$ cat config.mk
export PLATFORM = sky130hd
export DESIGN_NAME = tapg_top
export DESIGN_NICKNAME = d
export VERILOG_FILES = /design/src/shared/tapg_pkg.sv /design/src/shared/tapg_axis_if.sv /design/src/verilog/tapg_axis.sv /design/src/verilog/tapg_top.sv
export VERILOG_INCLUDE_DIRS = /design/src /design/src/shared
export SDC_FILE = /design/constraint.sdc
export NUM_CORES = 1
export LEC_CHECK = 0
export BUFFER_PORTS_ARGS = -buffer_cell sky130_fd_sc_hd__buf_2
export CAP_MARGIN = 20
export CELL_PAD_IN_SITES_DETAIL_PLACEMENT = 1
export CELL_PAD_IN_SITES_GLOBAL_PLACEMENT = 1
export CORE_MARGIN = 5
export CORE_UTILIZATION = 33
export DETAILED_ROUTE_END_ITERATION = 10
export GPL_TIMING_DRIVEN = 1
export HOLD_SLACK_MARGIN = 0.15
export PLACE_DENSITY_LB_ADDON = 0.3
export SLEW_MARGIN = 20
export SYNTH_ARGS = -nofsm -noshare
export SYNTH_HDL_FRONTEND = slang
export SYNTH_SLANG_ARGS = --single-unit
$ cat constraint.sdc
create_clock -name clk_i -period 2.2 [get_ports clk_i]
set_clock_uncertainty 0.1 [all_clocks]
set_input_delay 0.33 -clock clk_i [delete_from_list [all_inputs] [get_ports clk_i]]
set_output_delay 0.33 -clock clk_i [all_outputs]
set_load 0.01 [all_outputs]
$ cat src/shared/tapg_params.svh
// constants of the two-axis pulse output guard
// What this block does
// - card decodes base address from its slot
// - per-axis format: dual pulses or pulse-direction
// - first output forward pulses or all pulses, second reverse/direction
// - per-axis direction polarity, one reverses output
// - per-axis hold output follows its setting
// - forward X limit stops forward X only
// - backward X limit stops backward X only
// - forward Y limit stops forward Y only
// - backward Y limit stops backward Y only
// - emergency input stops both axes entirely
// - one polarity setting for all switch inputs
`ifndef TAPG_PARAMS_SVH
`define TAPG_PARAMS_SVH

// ----------------------------------------
// slot decode
// ----------------------------------------
`define TAPG_BASE_LO 12'h080
`define TAPG_BASE_HI 12'h140
`define TAPG_SLOT_LSB 5

// ----------------------------------------
// register word index within the card window
// ----------------------------------------
`define TAPG_IDX_CTRL 3'h0
`define TAPG_IDX_CMD 3'h1
`define TAPG_IDX_STATUS 3'h2
`define TAPG_IDX_ISTAT 3'h3
`define TAPG_IDX_IMASK 3'h4

// ----------------------------------------
// field layout
// ----------------------------------------
`define TAPG_CTRL_FMT_LSB 0
`define TAPG_CTRL_INV_LSB 2
`define TAPG_CTRL_HOLD_LSB 4
`define TAPG_CTRL_POL_BIT 6
`define TAPG_CTRL_W 7
`define TAPG_CTRL_RST 7'h00
`define TAPG_CMD_CNT_W 16
`define TAPG_CMD_DIR_BIT 16
`define TAPG_CMD_AXIS_BIT 17
`define TAPG_EV_DONE_LSB 0
`define TAPG_EV_LIM_LSB 2
`define TAPG_EV_EMG_BIT 4
`define TAPG_EV_W 5
`define TAPG_ST_SW_LSB 8
`define TAPG_SW_N 7
`define TAPG_SW_EMG 6
`define TAPG_SYNC_W 11

// ----------------------------------------
// timing: 125 cycles of 4 ns give a 500 ns pulse tick
// ----------------------------------------
`define TAPG_TICK_DIV 8'h7D

`endif

$ cat src/shared/tapg_pkg.sv
// types of the two-axis pulse output guard
package tapg_pkg;
    // pulse generator phase of one axis
    typedef enum logic [1:0] {PH_IDLE, PH_HIGH, PH_LOW} tapg_ph_t;
endpackage

$ cat src/shared/tapg_axis_if.sv
// link between the register side and one axis pulse engine
`timescale 1ns/10ps
`default_nettype none
`include "tapg_params.svh"
interface tapg_axis_if;
    logic fmt; // one selects pulse-direction
    logic dir_inv; // reverse physical direction
    logic tick; // pulse rate enable
    logic start; // one-cycle command strobe
    logic cmd_dir; // one is forward
    logic [`TAPG_CMD_CNT_W-1:0] cmd_cnt; // pulses to send
    logic fwd_lim; // forward limit active
    logic back_lim; // backward limit active
    logic emg; // emergency active
    logic busy; // command running
    logic done; // pulse: count ran out
    logic lim_stop; // pulse: stopped by a limit
    logic out1; // forward pulse or all pulses
    logic out2; // reverse pulse or direction
    modport ctl (output fmt, dir_inv, tick, start, cmd_dir, cmd_cnt, fwd_lim, back_lim, emg,
                 input busy, done, lim_stop, out1, out2);
    modport ax (input fmt, dir_inv, tick, start, cmd_dir, cmd_cnt, fwd_lim, back_lim, emg,
                output busy, done, lim_stop, out1, out2);
endinterface
`default_nettype wire

$ cat src/verilog/tapg_axis.sv
// pulse engine and limit guard of one axis
`timescale 1ns/10ps
`default_nettype none
`include "tapg_params.svh"
module tapg_axis (
    // clock and reset
    input wire logic clk_i,
    input wire logic rst_i,
    // register side
    tapg_axis_if.ax bus
);
    import tapg_pkg::*;

    // ----------------------------------------
    // state
    // ----------------------------------------
    tapg_ph_t ph_q, ph_d; // pulse phase
    logic [`TAPG_CMD_CNT_W-1:0] cnt_q, cnt_d; // pulses left
    logic dir_q, dir_d; // commanded direction, one forward
    logic out1_q, out2_q; // registered pin levels
    logic done_d, lim_d; // event pulses

    // blocking is judged on the commanded direction, so the far limit never blocks
    wire logic busy = (ph_q != PH_IDLE);
    wire logic fwd_blk = dir_q & bus.fwd_lim;
    wire logic back_blk = ~dir_q & bus.back_lim;
    wire logic blocked = bus.emg | fwd_blk | back_blk;
    wire logic last = (cnt_q == `TAPG_CMD_CNT_W'(1));

    // ----------------------------------------
    // next state
    // ----------------------------------------
    always_comb begin
        ph_d = ph_q;
        cnt_d = cnt_q;
        dir_d = dir_q;
        done_d = 1'b0;
        lim_d = 1'b0;
        if (!busy) begin
            // new command only while idle; a zero count or an emergency refuses it
            if (bus.start && bus.cmd_cnt != '0 && !bus.emg) begin
                ph_d = PH_LOW;
                cnt_d = bus.cmd_cnt;
                dir_d = bus.cmd_dir;
            end
        end else if (blocked) begin
            // stop at once and drop the rest of the count
            ph_d = PH_IDLE;
            cnt_d = '0;
            lim_d = ~bus.emg;
        end else if (bus.tick) begin
            unique case (ph_q)
                PH_LOW: begin
                    ph_d = PH_HIGH;
                end
                PH_HIGH: begin
                    cnt_d = cnt_q - `TAPG_CMD_CNT_W'(1);
                    ph_d = last ? PH_IDLE : PH_LOW;
                    done_d = last;
                end
                PH_IDLE: begin
                    ph_d = PH_IDLE;
                end
            endcase
        end
    end

    // pin mapping from the next phase so a blocked cycle already shows no pulse
    wire logic pls = (ph_d == PH_HIGH);
    wire logic cw = dir_d ^ bus.dir_inv;
    wire logic out1_d = bus.fmt ? pls : (pls & cw);
    wire logic out2_d = bus.fmt ? cw : (pls & ~cw);

    // ----------------------------------------
    // registers
    // ----------------------------------------
    always_ff @(posedge clk_i) begin
        if (rst_i) begin
            ph_q <= PH_IDLE;
            cnt_q <= '0;
            dir_q <= 1'b1;
            out1_q <= 1'b0;
            out2_q <= 1'b0;
        end else begin
            ph_q <= ph_d;
            cnt_q <= cnt_d;
            dir_q <= dir_d;
            out1_q <= out1_d;
            out2_q <= out2_d;
        end
    end

    assign bus.busy = busy;
    assign bus.done = done_d;
    assign bus.lim_stop = lim_d;
    assign bus.out1 = out1_q;
    assign bus.out2 = out2_q;

    // ----------------------------------------
    // checks
    // ----------------------------------------
    property p_fwd_block;
        @(posedge clk_i) disable iff (rst_i)
        busy && dir_q && bus.fwd_lim |=> ph_q == PH_IDLE && !(bus.fmt ? out1_q : out1_q | out2_q);
    endproperty
    a_fwd_block: assert property (p_fwd_block) else $error("forward limit did not stop axis");

    property p_back_block;
        @(posedge clk_i) disable iff (rst_i)
        busy && !dir_q && bus.back_lim |=> ph_q == PH_IDLE && cnt_q == '0;
    endproperty
    a_back_block: assert property (p_back_block) else $error("backward limit did not stop");

    property p_back_allowed;
        @(posedge clk_i) disable iff (rst_i)
        !busy && bus.start && bus.cmd_cnt != '0 && !bus.cmd_dir ##1
        (bus.fwd_lim && !bus.back_lim && !bus.emg) |-> busy;
    endproperty
    a_back_allowed: assert property (p_back_allowed) else $error("backward move was blocked");

    property p_emg_stop;
        @(posedge clk_i) disable iff (rst_i)
        bus.emg |=> !busy && !bus.out1 ##1 (!busy || !$past(bus.emg));
    endproperty
    a_emg_stop: assert property (p_emg_stop) else $error("emergency left axis running");

    property p_dir_level;
        @(posedge clk_i) disable iff (rst_i)
        busy && !blocked && bus.fmt && $stable(bus.dir_inv) |=> out2_q == (dir_q ^ bus.dir_inv);
    endproperty
    a_dir_level: assert property (p_dir_level) else $error("direction level wrong");

    property p_dual_excl;
        @(posedge clk_i) disable iff (rst_i)
        !bus.fmt && $stable(bus.fmt) |=> !(out1_q && out2_q);
    endproperty
    a_dual_excl: assert property (p_dual_excl) else $error("both pulse trains high");
endmodule
`default_nettype wire

$ cat src/verilog/tapg_top.sv
// two-axis pulse output guard: bus slave, switch conditioning, axes
//
// The register addresses and register access over AHB-Lite were chosen for this implementation.
`timescale 1ns/10ps
`default_nettype none
`include "tapg_params.svh"
module tapg_top (
    // clock and reset
    input wire logic clk_i,
    input wire logic rst_i,
    // ahb-lite slave
    input wire logic hsel_i,
    input wire logic [31:0] haddr_i,
    input wire logic [1:0] htrans_i,
    input wire logic hwrite_i,
    input wire logic [2:0] hsize_i,
    input wire logic [31:0] hwdata_i,
    input wire logic hready_i,
    output logic [31:0] hrdata_o,
    output logic hreadyout_o,
    output logic hresp_o,
    // interrupt
    output logic irq_o,
    // slot straps
    input wire logic [2:0] slot_i,
    input wire logic eight_slot_i,
    // switch inputs, raw pin levels
    input wire logic x_back_limit_n_i,
    input wire logic x_fwd_limit_n_i,
    input wire logic x_home_n_i,
    input wire logic y_back_limit_n_i,
    input wire logic y_fwd_limit_n_i,
    input wire logic y_home_n_i,
    input wire logic emergency_n_i,
    // x axis outputs
    output logic x_fwd_pulse_out_o,
    output logic x_rev_or_dir_out_o,
    output logic x_hold_out_o,
    // y axis outputs
    output logic y_fwd_pulse_out_o,
    output logic y_rev_or_dir_out_o,
    output logic y_hold_out_o
);
    import tapg_pkg::*;

    // ----------------------------------------
    // input synchronisers
    // ----------------------------------------
    // all switch pins, straps included, pass two flops before use; the bus inputs are used directly
    wire logic [`TAPG_SYNC_W-1:0] raw = {eight_slot_i, slot_i, emergency_n_i,
        y_home_n_i, y_fwd_limit_n_i, y_back_limit_n_i,
        x_home_n_i, x_fwd_limit_n_i, x_back_limit_n_i};
    logic [`TAPG_SYNC_W-1:0] meta_q; // first stage, read only by sync_q
    logic [`TAPG_SYNC_W-1:0] sync_q; // second stage

    genvar s;
    generate
        for (s = 0; s < `TAPG_SYNC_W; s++) begin : g_sync
            // two-flop synchroniser per pin
            always_ff @(posedge clk_i) begin
                if (rst_i) begin
                    meta_q[s] <= 1'b1;
                    sync_q[s] <= 1'b1;
                end else begin
                    meta_q[s] <= raw[s];
                    sync_q[s] <= meta_q[s];
                end
            end
        end
    endgenerate

    // ----------------------------------------
    // registers
    // ----------------------------------------
    logic [`TAPG_CTRL_W-1:0] ctrl_q; // formats, polarity, hold, switch sense
    logic [`TAPG_EV_W-1:0] istat_q; // sticky events
    logic [`TAPG_EV_W-1:0] imask_q; // event enables
    logic [1:0] hold_q; // hold pins
    logic irq_q; // interrupt pin
    logic emg_prev_q; // emergency edge detector

    // ----------------------------------------
    // switch polarity
    // ----------------------------------------
    // polarity zero: active when pulled to ground; one: active when open
    wire logic sw_pol = ctrl_q[`TAPG_CTRL_POL_BIT];
    wire logic [`TAPG_SW_N-1:0] sw_act = sync_q[`TAPG_SW_N-1:0] ~^ {`TAPG_SW_N{sw_pol}};
    wire logic emg_act = sw_act[`TAPG_SW_EMG];
    // the host is expected to set the polarity before its first move; a later
    // change is taken at once and may itself stop a running axis

    // ----------------------------------------
    // slot decode
    // ----------------------------------------
    // slots 0..3 from the low base, 4..7 from the high base, 0x20 apart
    wire logic [2:0] slot = sync_q[9:7];
    wire logic eight_slot = sync_q[10];
    wire logic [11:0] slot_ofs = 12'(slot[1:0]) << `TAPG_SLOT_LSB;
    wire logic [11:0] card_base = (slot[2] ? `TAPG_BASE_HI : `TAPG_BASE_LO) + slot_ofs;
    wire logic slot_ok = ~slot[2] | eight_slot; // high slots exist only on 8-slot chassis
    wire logic card_hit = slot_ok && (haddr_i[31:12] == 20'h00000)
        && (haddr_i[11:`TAPG_SLOT_LSB] == card_base[11:`TAPG_SLOT_LSB]);

    // ----------------------------------------
    // ahb-lite address phase
    // ----------------------------------------
    // zero wait states: every transfer is answered in its first data cycle
    wire logic acc = hsel_i && hready_i && htrans_i[1];
    wire logic [2:0] a_idx = haddr_i[4:2];
    logic wr_pend_q; // write data phase pending
    logic wr_hit_q; // that write hit this card
    logic [2:0] wr_idx_q; // word index of that write
    logic [31:0] rdata_q; // read data for the data phase

    // ----------------------------------------
    // axis links
    // ----------------------------------------
    tapg_axis_if ax_if[2] ();
    logic [7:0] div_q; // pulse tick divider
    wire logic tick = (div_q == `TAPG_TICK_DIV - 8'h01);
    logic [1:0] busy;
    logic [1:0] done;
    logic [1:0] lim_stop;

    // ----------------------------------------
    // write decode
    // ----------------------------------------
    wire logic wr_ok = wr_pend_q && wr_hit_q;
    wire logic we_ctrl = wr_ok && (wr_idx_q == `TAPG_IDX_CTRL);
    wire logic we_cmd = wr_ok && (wr_idx_q == `TAPG_IDX_CMD);
    wire logic we_istat = wr_ok && (wr_idx_q == `TAPG_IDX_ISTAT);
    wire logic we_imask = wr_ok && (wr_idx_q == `TAPG_IDX_IMASK);
    wire logic cmd_axis = hwdata_i[`TAPG_CMD_AXIS_BIT];

    // ----------------------------------------
    // read mux
    // ----------------------------------------
    wire logic [31:0] st_word = {17'h00000, sw_act, 6'h00, busy};
    wire logic [31:0] rd_mux =
        (a_idx == `TAPG_IDX_CTRL) ? {25'h0000000, ctrl_q} :
        (a_idx == `TAPG_IDX_STATUS) ? st_word :
        (a_idx == `TAPG_IDX_ISTAT) ? {27'h0000000, istat_q} :
        (a_idx == `TAPG_IDX_IMASK) ? {27'h0000000, imask_q} :
        32'h00000000; // command word and unused words read zero

    // ----------------------------------------
    // events
    // ----------------------------------------
    wire logic emg_rise = emg_act & ~emg_prev_q;
    wire logic [`TAPG_EV_W-1:0] ev_set = {emg_rise, lim_stop, done};
    wire logic [`TAPG_EV_W-1:0] ev_clr = we_istat ? hwdata_i[`TAPG_EV_W-1:0] : '0;
    // a new event beats a clear landing in the same cycle
    wire logic [`TAPG_EV_W-1:0] istat_d = (istat_q & ~ev_clr) | ev_set;

    // ----------------------------------------
    // axis engines
    // ----------------------------------------
    genvar g;
    generate
        for (g = 0; g < 2; g++) begin : g_axis
            // per-axis settings picked from the control word
            assign ax_if[g].fmt = ctrl_q[`TAPG_CTRL_FMT_LSB + g];
            assign ax_if[g].dir_inv = ctrl_q[`TAPG_CTRL_INV_LSB + g];
            assign ax_if[g].tick = tick;
            // one command word serves both axes, the axis bit picks one
            assign ax_if[g].start = we_cmd && (cmd_axis == 1'(g));
            assign ax_if[g].cmd_dir = hwdata_i[`TAPG_CMD_DIR_BIT];
            assign ax_if[g].cmd_cnt = hwdata_i[`TAPG_CMD_CNT_W-1:0];
            // limits per axis: back at 3g, forward at 3g+1
            assign ax_if[g].back_lim = sw_act[3 * g];
            assign ax_if[g].fwd_lim = sw_act[3 * g + 1];
            assign ax_if[g].emg = emg_act;
            assign busy[g] = ax_if[g].busy;
            assign done[g] = ax_if[g].done;
            assign lim_stop[g] = ax_if[g].lim_stop;

            tapg_axis u_axis (
                .clk_i(clk_i),
                .rst_i(rst_i),
                .bus(ax_if[g])
            );
        end
    endgenerate

    // ----------------------------------------
    // clocked logic
    // ----------------------------------------
    // bus address phase capture
    always_ff @(posedge clk_i) begin
        if (rst_i) begin
            wr_pend_q <= 1'b0;
            wr_hit_q <= 1'b0;
            wr_idx_q <= 3'h0;
            rdata_q <= 32'h00000000;
        end else begin
            wr_pend_q <= acc && hwrite_i;
            wr_hit_q <= card_hit;
            wr_idx_q <= a_idx;
            // misses and writes leave zero on the read lanes
            rdata_q <= (acc && !hwrite_i && card_hit) ? rd_mux : 32'h00000000;
        end
    end

    // control and mask registers
    always_ff @(posedge clk_i) begin
        if (rst_i) begin
            ctrl_q <= `TAPG_CTRL_RST; // sense starts normally open
            imask_q <= '0;
        end else begin
            if (we_ctrl) begin
                ctrl_q <= hwdata_i[`TAPG_CTRL_W-1:0];
            end
            if (we_imask) begin
                imask_q <= hwdata_i[`TAPG_EV_W-1:0];
            end
        end
    end

    // hold pins follow their control bits
    always_ff @(posedge clk_i) begin
        if (rst_i) begin
            hold_q <= 2'h0;
        end else begin
            hold_q <= ctrl_q[`TAPG_CTRL_HOLD_LSB +: 2];
        end
    end

    // sticky status, interrupt and emergency edge
    always_ff @(posedge clk_i) begin
        if (rst_i) begin
            istat_q <= '0;
            irq_q <= 1'b0;
            emg_prev_q <= 1'b0;
        end else begin
            istat_q <= istat_d;
            irq_q <= |(istat_d & imask_q);
            emg_prev_q <= emg_act;
        end
    end

    // free-running pulse rate divider
    always_ff @(posedge clk_i) begin
        if (rst_i) begin
            div_q <= 8'h00;
        end else begin
            div_q <= tick ? 8'h00 : div_q + 8'h01;
        end
    end

    // ----------------------------------------
    // outputs
    // ----------------------------------------
    assign hrdata_o = rdata_q;
    assign hreadyout_o = 1'b1;
    assign hresp_o = 1'b0;
    assign irq_o = irq_q;
    assign x_fwd_pulse_out_o = ax_if[0].out1;
    assign x_rev_or_dir_out_o = ax_if[0].out2;
    assign y_fwd_pulse_out_o = ax_if[1].out1;
    assign y_rev_or_dir_out_o = ax_if[1].out2;
    assign x_hold_out_o = hold_q[0];
    assign y_hold_out_o = hold_q[1];

    // ----------------------------------------
    // checks
    // ----------------------------------------
    property p_slot_read;
        @(posedge clk_i) disable iff (rst_i)
        acc && !hwrite_i && slot_ok && haddr_i[31:2] == 30'(card_base[11:2]) + 30'h2
        |=> hrdata_o[1:0] == $past(busy);
    endproperty
    a_slot_read: assert property (p_slot_read) else $error("status not seen at slot base");

    property p_hold;
        @(posedge clk_i) disable iff (rst_i)
        we_ctrl |=> ##1 x_hold_out_o == $past(hwdata_i[`TAPG_CTRL_HOLD_LSB], 2);
    endproperty
    a_hold: assert property (p_hold) else $error("hold pin does not follow setting");

    property p_emg_pins;
        @(posedge clk_i) disable iff (rst_i)
        emg_act |=> !(x_fwd_pulse_out_o || y_fwd_pulse_out_o);
    endproperty
    a_emg_pins: assert property (p_emg_pins) else $error("pulse during emergency");

    property p_polarity;
        @(posedge clk_i) disable iff (rst_i)
        !sw_pol && !sync_q[`TAPG_SW_EMG] |-> emg_act;
    endproperty
    a_polarity: assert property (p_polarity) else $error("grounded input not active");
endmodule
`default_nettype wire

Word-level counts from Yosys, hierarchy flattened
Cells that the tools add are included.
{ "word_totals": {"ff_bits": 130, "latch_bits": 0, "ram_bits": 0, "romBits": 0, "input_bits": 85, "output_inout_bits": 41, "elab_cells": 184, "n_memories": 0} }
{ "classes": {"n_addsub": 4, "multipliers": 0, "div_mod_pow": 0, "magnitude_cmp": 0, "n_eq_ne": 20, "n_shift": 0, "muxes": 48, "bitwise": 30, "reduce_logical": 37} }
{ "ops": {"columns": ["cell", "n"], "rows": [
  ["2-to-1 mux 16 bit", 10],
  ["equality test 16 x 1 -> 1 bit, second input constant", 2],
  ["subtractor 16 x 1 -> 16 bit, second input constant", 2],
  ["zero test 20 bit", 1],
  ["2-to-1 mux 1 bit", 20],
  ["2-to-1 mux 2 bit", 10],
  ["logical AND 1 bit", 18],
  ["nonzero test 16 bit", 1],
  ["2-to-1 mux 15 bit", 1],
  ["2-to-1 mux 5 bit", 3],
  ["inequality test 3 x 1 -> 1 bit, second input constant", 4],
  ["one-hot mux 2 bit (3 select lines)", 2],
  ["adder 9 x 7 -> 10 bit", 1],
  ["AND 5 bit", 2],
  ["OR reduction 5 bit", 2],
  ["AND 1 bit", 9],
  ["equality test 3 x 2 -> 1 bit, second input constant", 3],
  ["2-to-1 mux 9 bit", 1],
  ["NOT 1 bit", 9],
  ["adder 8 x 1 -> 8 bit, second input constant", 1],
  ["equality test 2 x 1 -> 1 bit, second input constant", 4],
  ["equality test 8 x 7 -> 1 bit, second input constant", 1],
  ["nonzero test 2 bit", 4],
  ["equality test 7 x 5 -> 1 bit", 1],
  ["other kinds (15)", 27]
]} }

Logic depth before layout (Yosys ltp)
{ "depth": {"depth_word": 11, "mapped_depth": 10, "depth_no_buf": 8} }

Hierarchy
A second synthesis with hierarchy kept.
{ "unflattened": {"hier_cells": 666, "area_unflattened_um2": 5801.8} }
{ "by_module_without_submodules": {"columns": ["module", "n_inst", "cells_per_inst", "area_per_inst_um2", "seq_area_each_um2"], "rows": [
  ["tapg_axis", 2, 189, 1467.7, 420.4],
  ["tapg_top", 1, 288, 2866.5, 1401.3]
]} }

Worst setup path after synthesis
No wires, ideal clock.
{ "synth_path": {"path_kind": "reg2reg", "start": "register g_axis[0].u_axis.dir_q", "end": "register g_axis[0].u_axis.cnt_q[2]", "setup_time_ps": 132, "t_arrival_ps": 1870, "t_required_ps": 1968, "path_slack_ps": 98, "stages_incl_launch_ff": 7, "n_path_buf": 1, "synth_period_minus_slack_ps": 2102, "cell_sequence": "dfxtp_1 mux2i_1 mux2i_1 o22ai_2 clkbuf_1 a211oi_1 nor3_1"} }
{ "synth_via": {"elab_chain_cells": 5, "elab_cells_between_ends": 10, "classes_between": "eq/ne (2); mux (2); bitwise (5); reduce/logical (1)"} }
{ "synth_lines": {"columns": ["element", "line_no", "source"], "rows": [
  ["start: declaration", "tapg_axis.sv:19", "logic dir_q, dir_d;"],
  ["start signal: assignment", "tapg_axis.sv:87", "dir_q <= dir_d;"],
  ["AND 1 bit / NOT 1 bit (equally long branches)", "tapg_axis.sv:25, tapg_axis.sv:26", null],
  ["OR 1 bit / AND 1 bit (equally long branches)", "tapg_axis.sv:27, tapg_axis.sv:26", null],
  ["OR 1 bit *", "tapg_axis.sv:27", "wire logic blocked = bus.emg | fwd_blk | back_blk;"],
  ["inequality test 3 x 1 -> 1 bit (no source line) / 2-to-1 mux 16 bit (equally long branches)", null, null],
  ["AND reduction 3 bit (no source line) / 2-to-1 mux 16 bit (equally long branches)", null, null],
  ["end signal: assignment", "tapg_axis.sv:86", "cnt_q <= cnt_d;"],
  ["end: declaration", "tapg_axis.sv:18", "logic [`TAPG_CMD_CNT_W-1:0] cnt_q, cnt_d;"]
]} }
Mark *: on every way between the ends. The rest lies on a longest branch, timed or not.
A chain may end at the register's enable or synchronous reset.

Worst setup path in the final report
{ "layout_path": {"start": "register g_axis[1].u_axis.dir_q", "end": "register g_axis[1].u_axis.cnt_q[5]"} }
{ "layout_via": {"elab_chain_cells": 5, "elab_cells_between_ends": 10, "classes_between": "eq/ne (2); mux (2); bitwise (5); reduce/logical (1)"} }
{ "layout_lines": {"columns": ["element", "line_no"], "rows": [
  ["start: declaration", "tapg_axis.sv:19"],
  ["start signal: assignment", "tapg_axis.sv:87"],
  ["AND 1 bit / NOT 1 bit (equally long branches)", "tapg_axis.sv:25, tapg_axis.sv:26"],
  ["OR 1 bit / AND 1 bit (equally long branches)", "tapg_axis.sv:27, tapg_axis.sv:26"],
  ["OR 1 bit *", "tapg_axis.sv:27"],
  ["inequality test 3 x 1 -> 1 bit (no source line) / 2-to-1 mux 16 bit (equally long branches)", null],
  ["AND reduction 3 bit (no source line) / 2-to-1 mux 16 bit (equally long branches)", null],
  ["end signal: assignment", "tapg_axis.sv:86"],
  ["end: declaration", "tapg_axis.sv:18"]
]} }
Marked as above.

==> impl_metrics.tcl <==
set metrics [dict create \
    grt_pass1_wl_um 28700 \
    cts_root_buf "clkbuf_16" \
    cts_buffers 9 \
    drive_gt1_frac 0.295 \
    hold_start "hwrite_i" \
    setup_viol 0 \
    routabilityCongestion 0.903 \
    synthCells 633 \
    hold_path_class "input pin to register" \
    ys.warnings.count 0 \
    r2r_cells 8 \
    routedWlPerCell_um 17.6 \
    grt_pass1_vias 5476 \
    coreArea_um2 16000 \
    rows 46 \
    vdd_drop_max_mv 0.366 \
    multi_input_area_um2 3050 \
    die_w_um 138 \
    die_area_um2 19100 \
    outcome "complete, no violations" \
    critPathLaunchType "register" \
    areaGrowthSynthToFinish_pct 30.1 \
    synth_area_leader_cell "dfxtp_1" \
    hold_viol 0 \
    synth_top_area_frac 0.414 \
    grt_max_degree 49 \
    fillers 1952 \
    antenna_cells 0 \
    io_buffers 85 \
    fmax_mhz 477 \
    die_y_um 138 \
    place_area_um2 6450 \
    yosysSeqAreaShare 0.414 \
    drc 0 \
    drt_iter0_drc 247 \
    pwr_density_cell_nw_per_um2 584 \
    p_total_uw 4110 \
    nets 873 \
    final_area_um2 7040 \
    ys_top_cells_by_area "dfxtp_1 (41%), nor2_1 (5.6%), mux2i_1 (4.1%)" \
    r2r_end "g_axis[1].u_axis.cnt_q[5]" \
    dp_hpwl_um 13100 \
    firstDrtPassIters 6 \
    drtAntennaViolNets 0 \
    grt_overflow 0 \
    ff2ff_setup_slack_ns 0.10 \
    path_class "register to register" \
    seq_area_um2 2250 \
    syn_area_per_cell_um2 8.55 \
    drv_cap 0 \
    cts_sinks 112 \
    ys.flop_type "dfxtp_1" \
    slew_viol_final 0 \
    netlist_area_um2 5410 \
    num_io_pins 126 \
    holdPathStages 2 \
    worstPathMaxFanout 9 \
    initial_core_util 0.338 \
    clk_latency_ns 0.36 \
    ys_async_sr_fraction 0 \
    clk_pin_slew_ns 0.09 \
    ys_ff_latch 112 \
    holdPathEnd "wr_pend_q" \
    grt_usage 0.182 \
    tritoncts "yes" \
    yosysMostFrequentCell "dfxtp_1" \
    period_share 0.953 \
    synth_edf_count 0 \
    cp.arrival_ns 2.30 \
    power_leakage_uw 0.00290 \
    fin_util 0.440 \
    min_period_ns 2.10 \
    antenna_found_initial 0 \
    worst_setup_path_end_kind "register" \
    ys_types 66 \
    cp.required_ns 2.40 \
    cts-htree-levels 3 \
    synth_commonest_cells "dfxtp_1 (112), nor2_1 (80), nand2_1 (53), a21oi_1 (34), nor3_1 (28)" \
    r2r_start "g_axis[1].u_axis.dir_q" \
    viasPerCell 5.16 \
    cts_buffer_depth 2 \
    vias 5173 \
    drt_wl_total_um 17600 \
]
[what timing repair did]
item,4_1_cts,5_1_grt
setup endpoints to repair,15,37
hold buffers,13,0
buffers inserted,0,0
endpoints found under the hold margin,12,0
pin swaps,2,4
gates resized for setup,6,30
[sequential cells by signal (all words and copies together), names as in the netlist]
signal and flops:
eight_slot 1, div_q 8, wr_hit_q 1, g_axis.u_axis.ph_q 4, sync_q 7, imask_q 5, g_axis.u_axis.dir_q 2, g_axis.u_axis.bus.out1 2
slot 3, hrdata_o 14, g_axis.u_axis.bus.out2 2, hold_q 2, wr_pend_q 1, meta_q 11, emg_prev_q 1, wr_idx_q 3
irq_o 1, istat_q 5, ctrl_q 7, g_axis.u_axis.cnt_q 32
[stage by stage]
step | worst slack [ns] | cells | TNS [ns] | hold slack, ns
floorplan | 0.0977 | 651 | 0 | 0.289
global placement | -0.0464 | 974 | -0.0820 | 0.293
detailed placement | -0.265 | 974 | -1.66 | 0.301
CTS | 0.00589 | 1003 | 0 | 0.151
global route | -0.00335 | 1002 | -0.00335 | 0.161
finish | 0.104 | 1002 | 0 | 0.159
[logic make-up after synthesis]
group	synth area share
other cells	0.00139
flops	0.414
compound gates	0.147
xor+xnor	0.0451
fa+ha+maj	0.0162
buf+inv	0.0601
mux	0.0428
simple gates	0.273
[placed cells by master, fill, tap and decap left out, drive strengths merged, types with 3 or more instances in the layout]
| master | count |
|---|---|
| and2 | 7 |
| nand3b | 7 |
| clkinv | 4 |
| nand4 | 7 |
| nor2 | 80 |
| nand2 | 54 |
| mux2i | 22 |
| a21oi | 34 |
| conb | 20 |
| dfxtp | 112 |
| a221oi | 6 |
| o32ai | 5 |
| clkbuf | 9 |
| inv | 17 |
| nor4 | 21 |
| nor2b | 12 |
| o21ai | 22 |
| o41ai | 4 |
| nand3 | 13 |
| nor3 | 29 |
| or2 | 26 |
| dlygate4sd3 | 13 |
| buf | 154 |
| a22oi | 4 |
| nand2b | 7 |
| xnor2 | 8 |
| a211oi | 11 |
| a31oi | 5 |
| nor3b | 6 |
| ha | 7 |
| or4 | 3 |
| o31ai | 6 |
| xor2 | 19 |
[worst max-delay path: stages (launching register included)]
cell and delay [ns]:
dfxtp_2 0.36, mux2i_2 0.27, mux2i_1 0.13, buf_4 0.18
buf_4 0.18, or4_1 0.46, o21ai_1 0.15, nand2_1 0.09
a21oi_2 0.12
[power breakdown]
part           leakage [uW]  internal [uW]  switching, uW  total, uW
combinational       0.00184            139            169        308
clock              0.000154            826            909       1740
sequential         0.000909           2050           16.5       2070
total               0.00290           3020           1090       4110
[how the worst max path moves through the flow]
| stage | from | cells past startpoint | to | slack [ns] |
|---|---|---|---|---|
| after floorplan | g_axis[0].u_axis.dir_q | 6 | g_axis[0].u_axis.cnt_q[2] | 0.1 |
| after global placement | hwdata_i[10] | 8 | g_axis[1].u_axis.bus.out2 | -0.05 |
| after detailed placement | ctrl_q[6] | 6 | g_axis[1].u_axis.cnt_q[15] | -0.27 |
| after CTS | g_axis[0].u_axis.cnt_q[1] | 10 | g_axis[0].u_axis.bus.out2 | 0.006 |
| after global routing | div_q[0] | 9 | g_axis[0].u_axis.cnt_q[14] | -0.003 |
| final | g_axis[1].u_axis.dir_q | 8 | g_axis[1].u_axis.cnt_q[5] | 0.10 |
[layout make-up]
type | count | share of cell area
Clock inverter | 7 | 0.0133
Multi-Input combinational cell | 477 | 0.433
Sequential cell | 112 | 0.320
Clock buffer | 9 | 0.0320
Timing Repair Buffer | 167 | 0.156
Tap cell | 216 | 0.0384
Inverter | 14 | 0.00747
[metal layers]
metal	track usage	vias up	share of wire
met5	0	-	0
met4	0.0484	0	0.012
met3	0.0400	15	0.047
met2	0.322	137	0.50
met1	0.224	2532	0.44
li1	-	2489	-
Note: power is estimated with default switching activity, not from simulation.
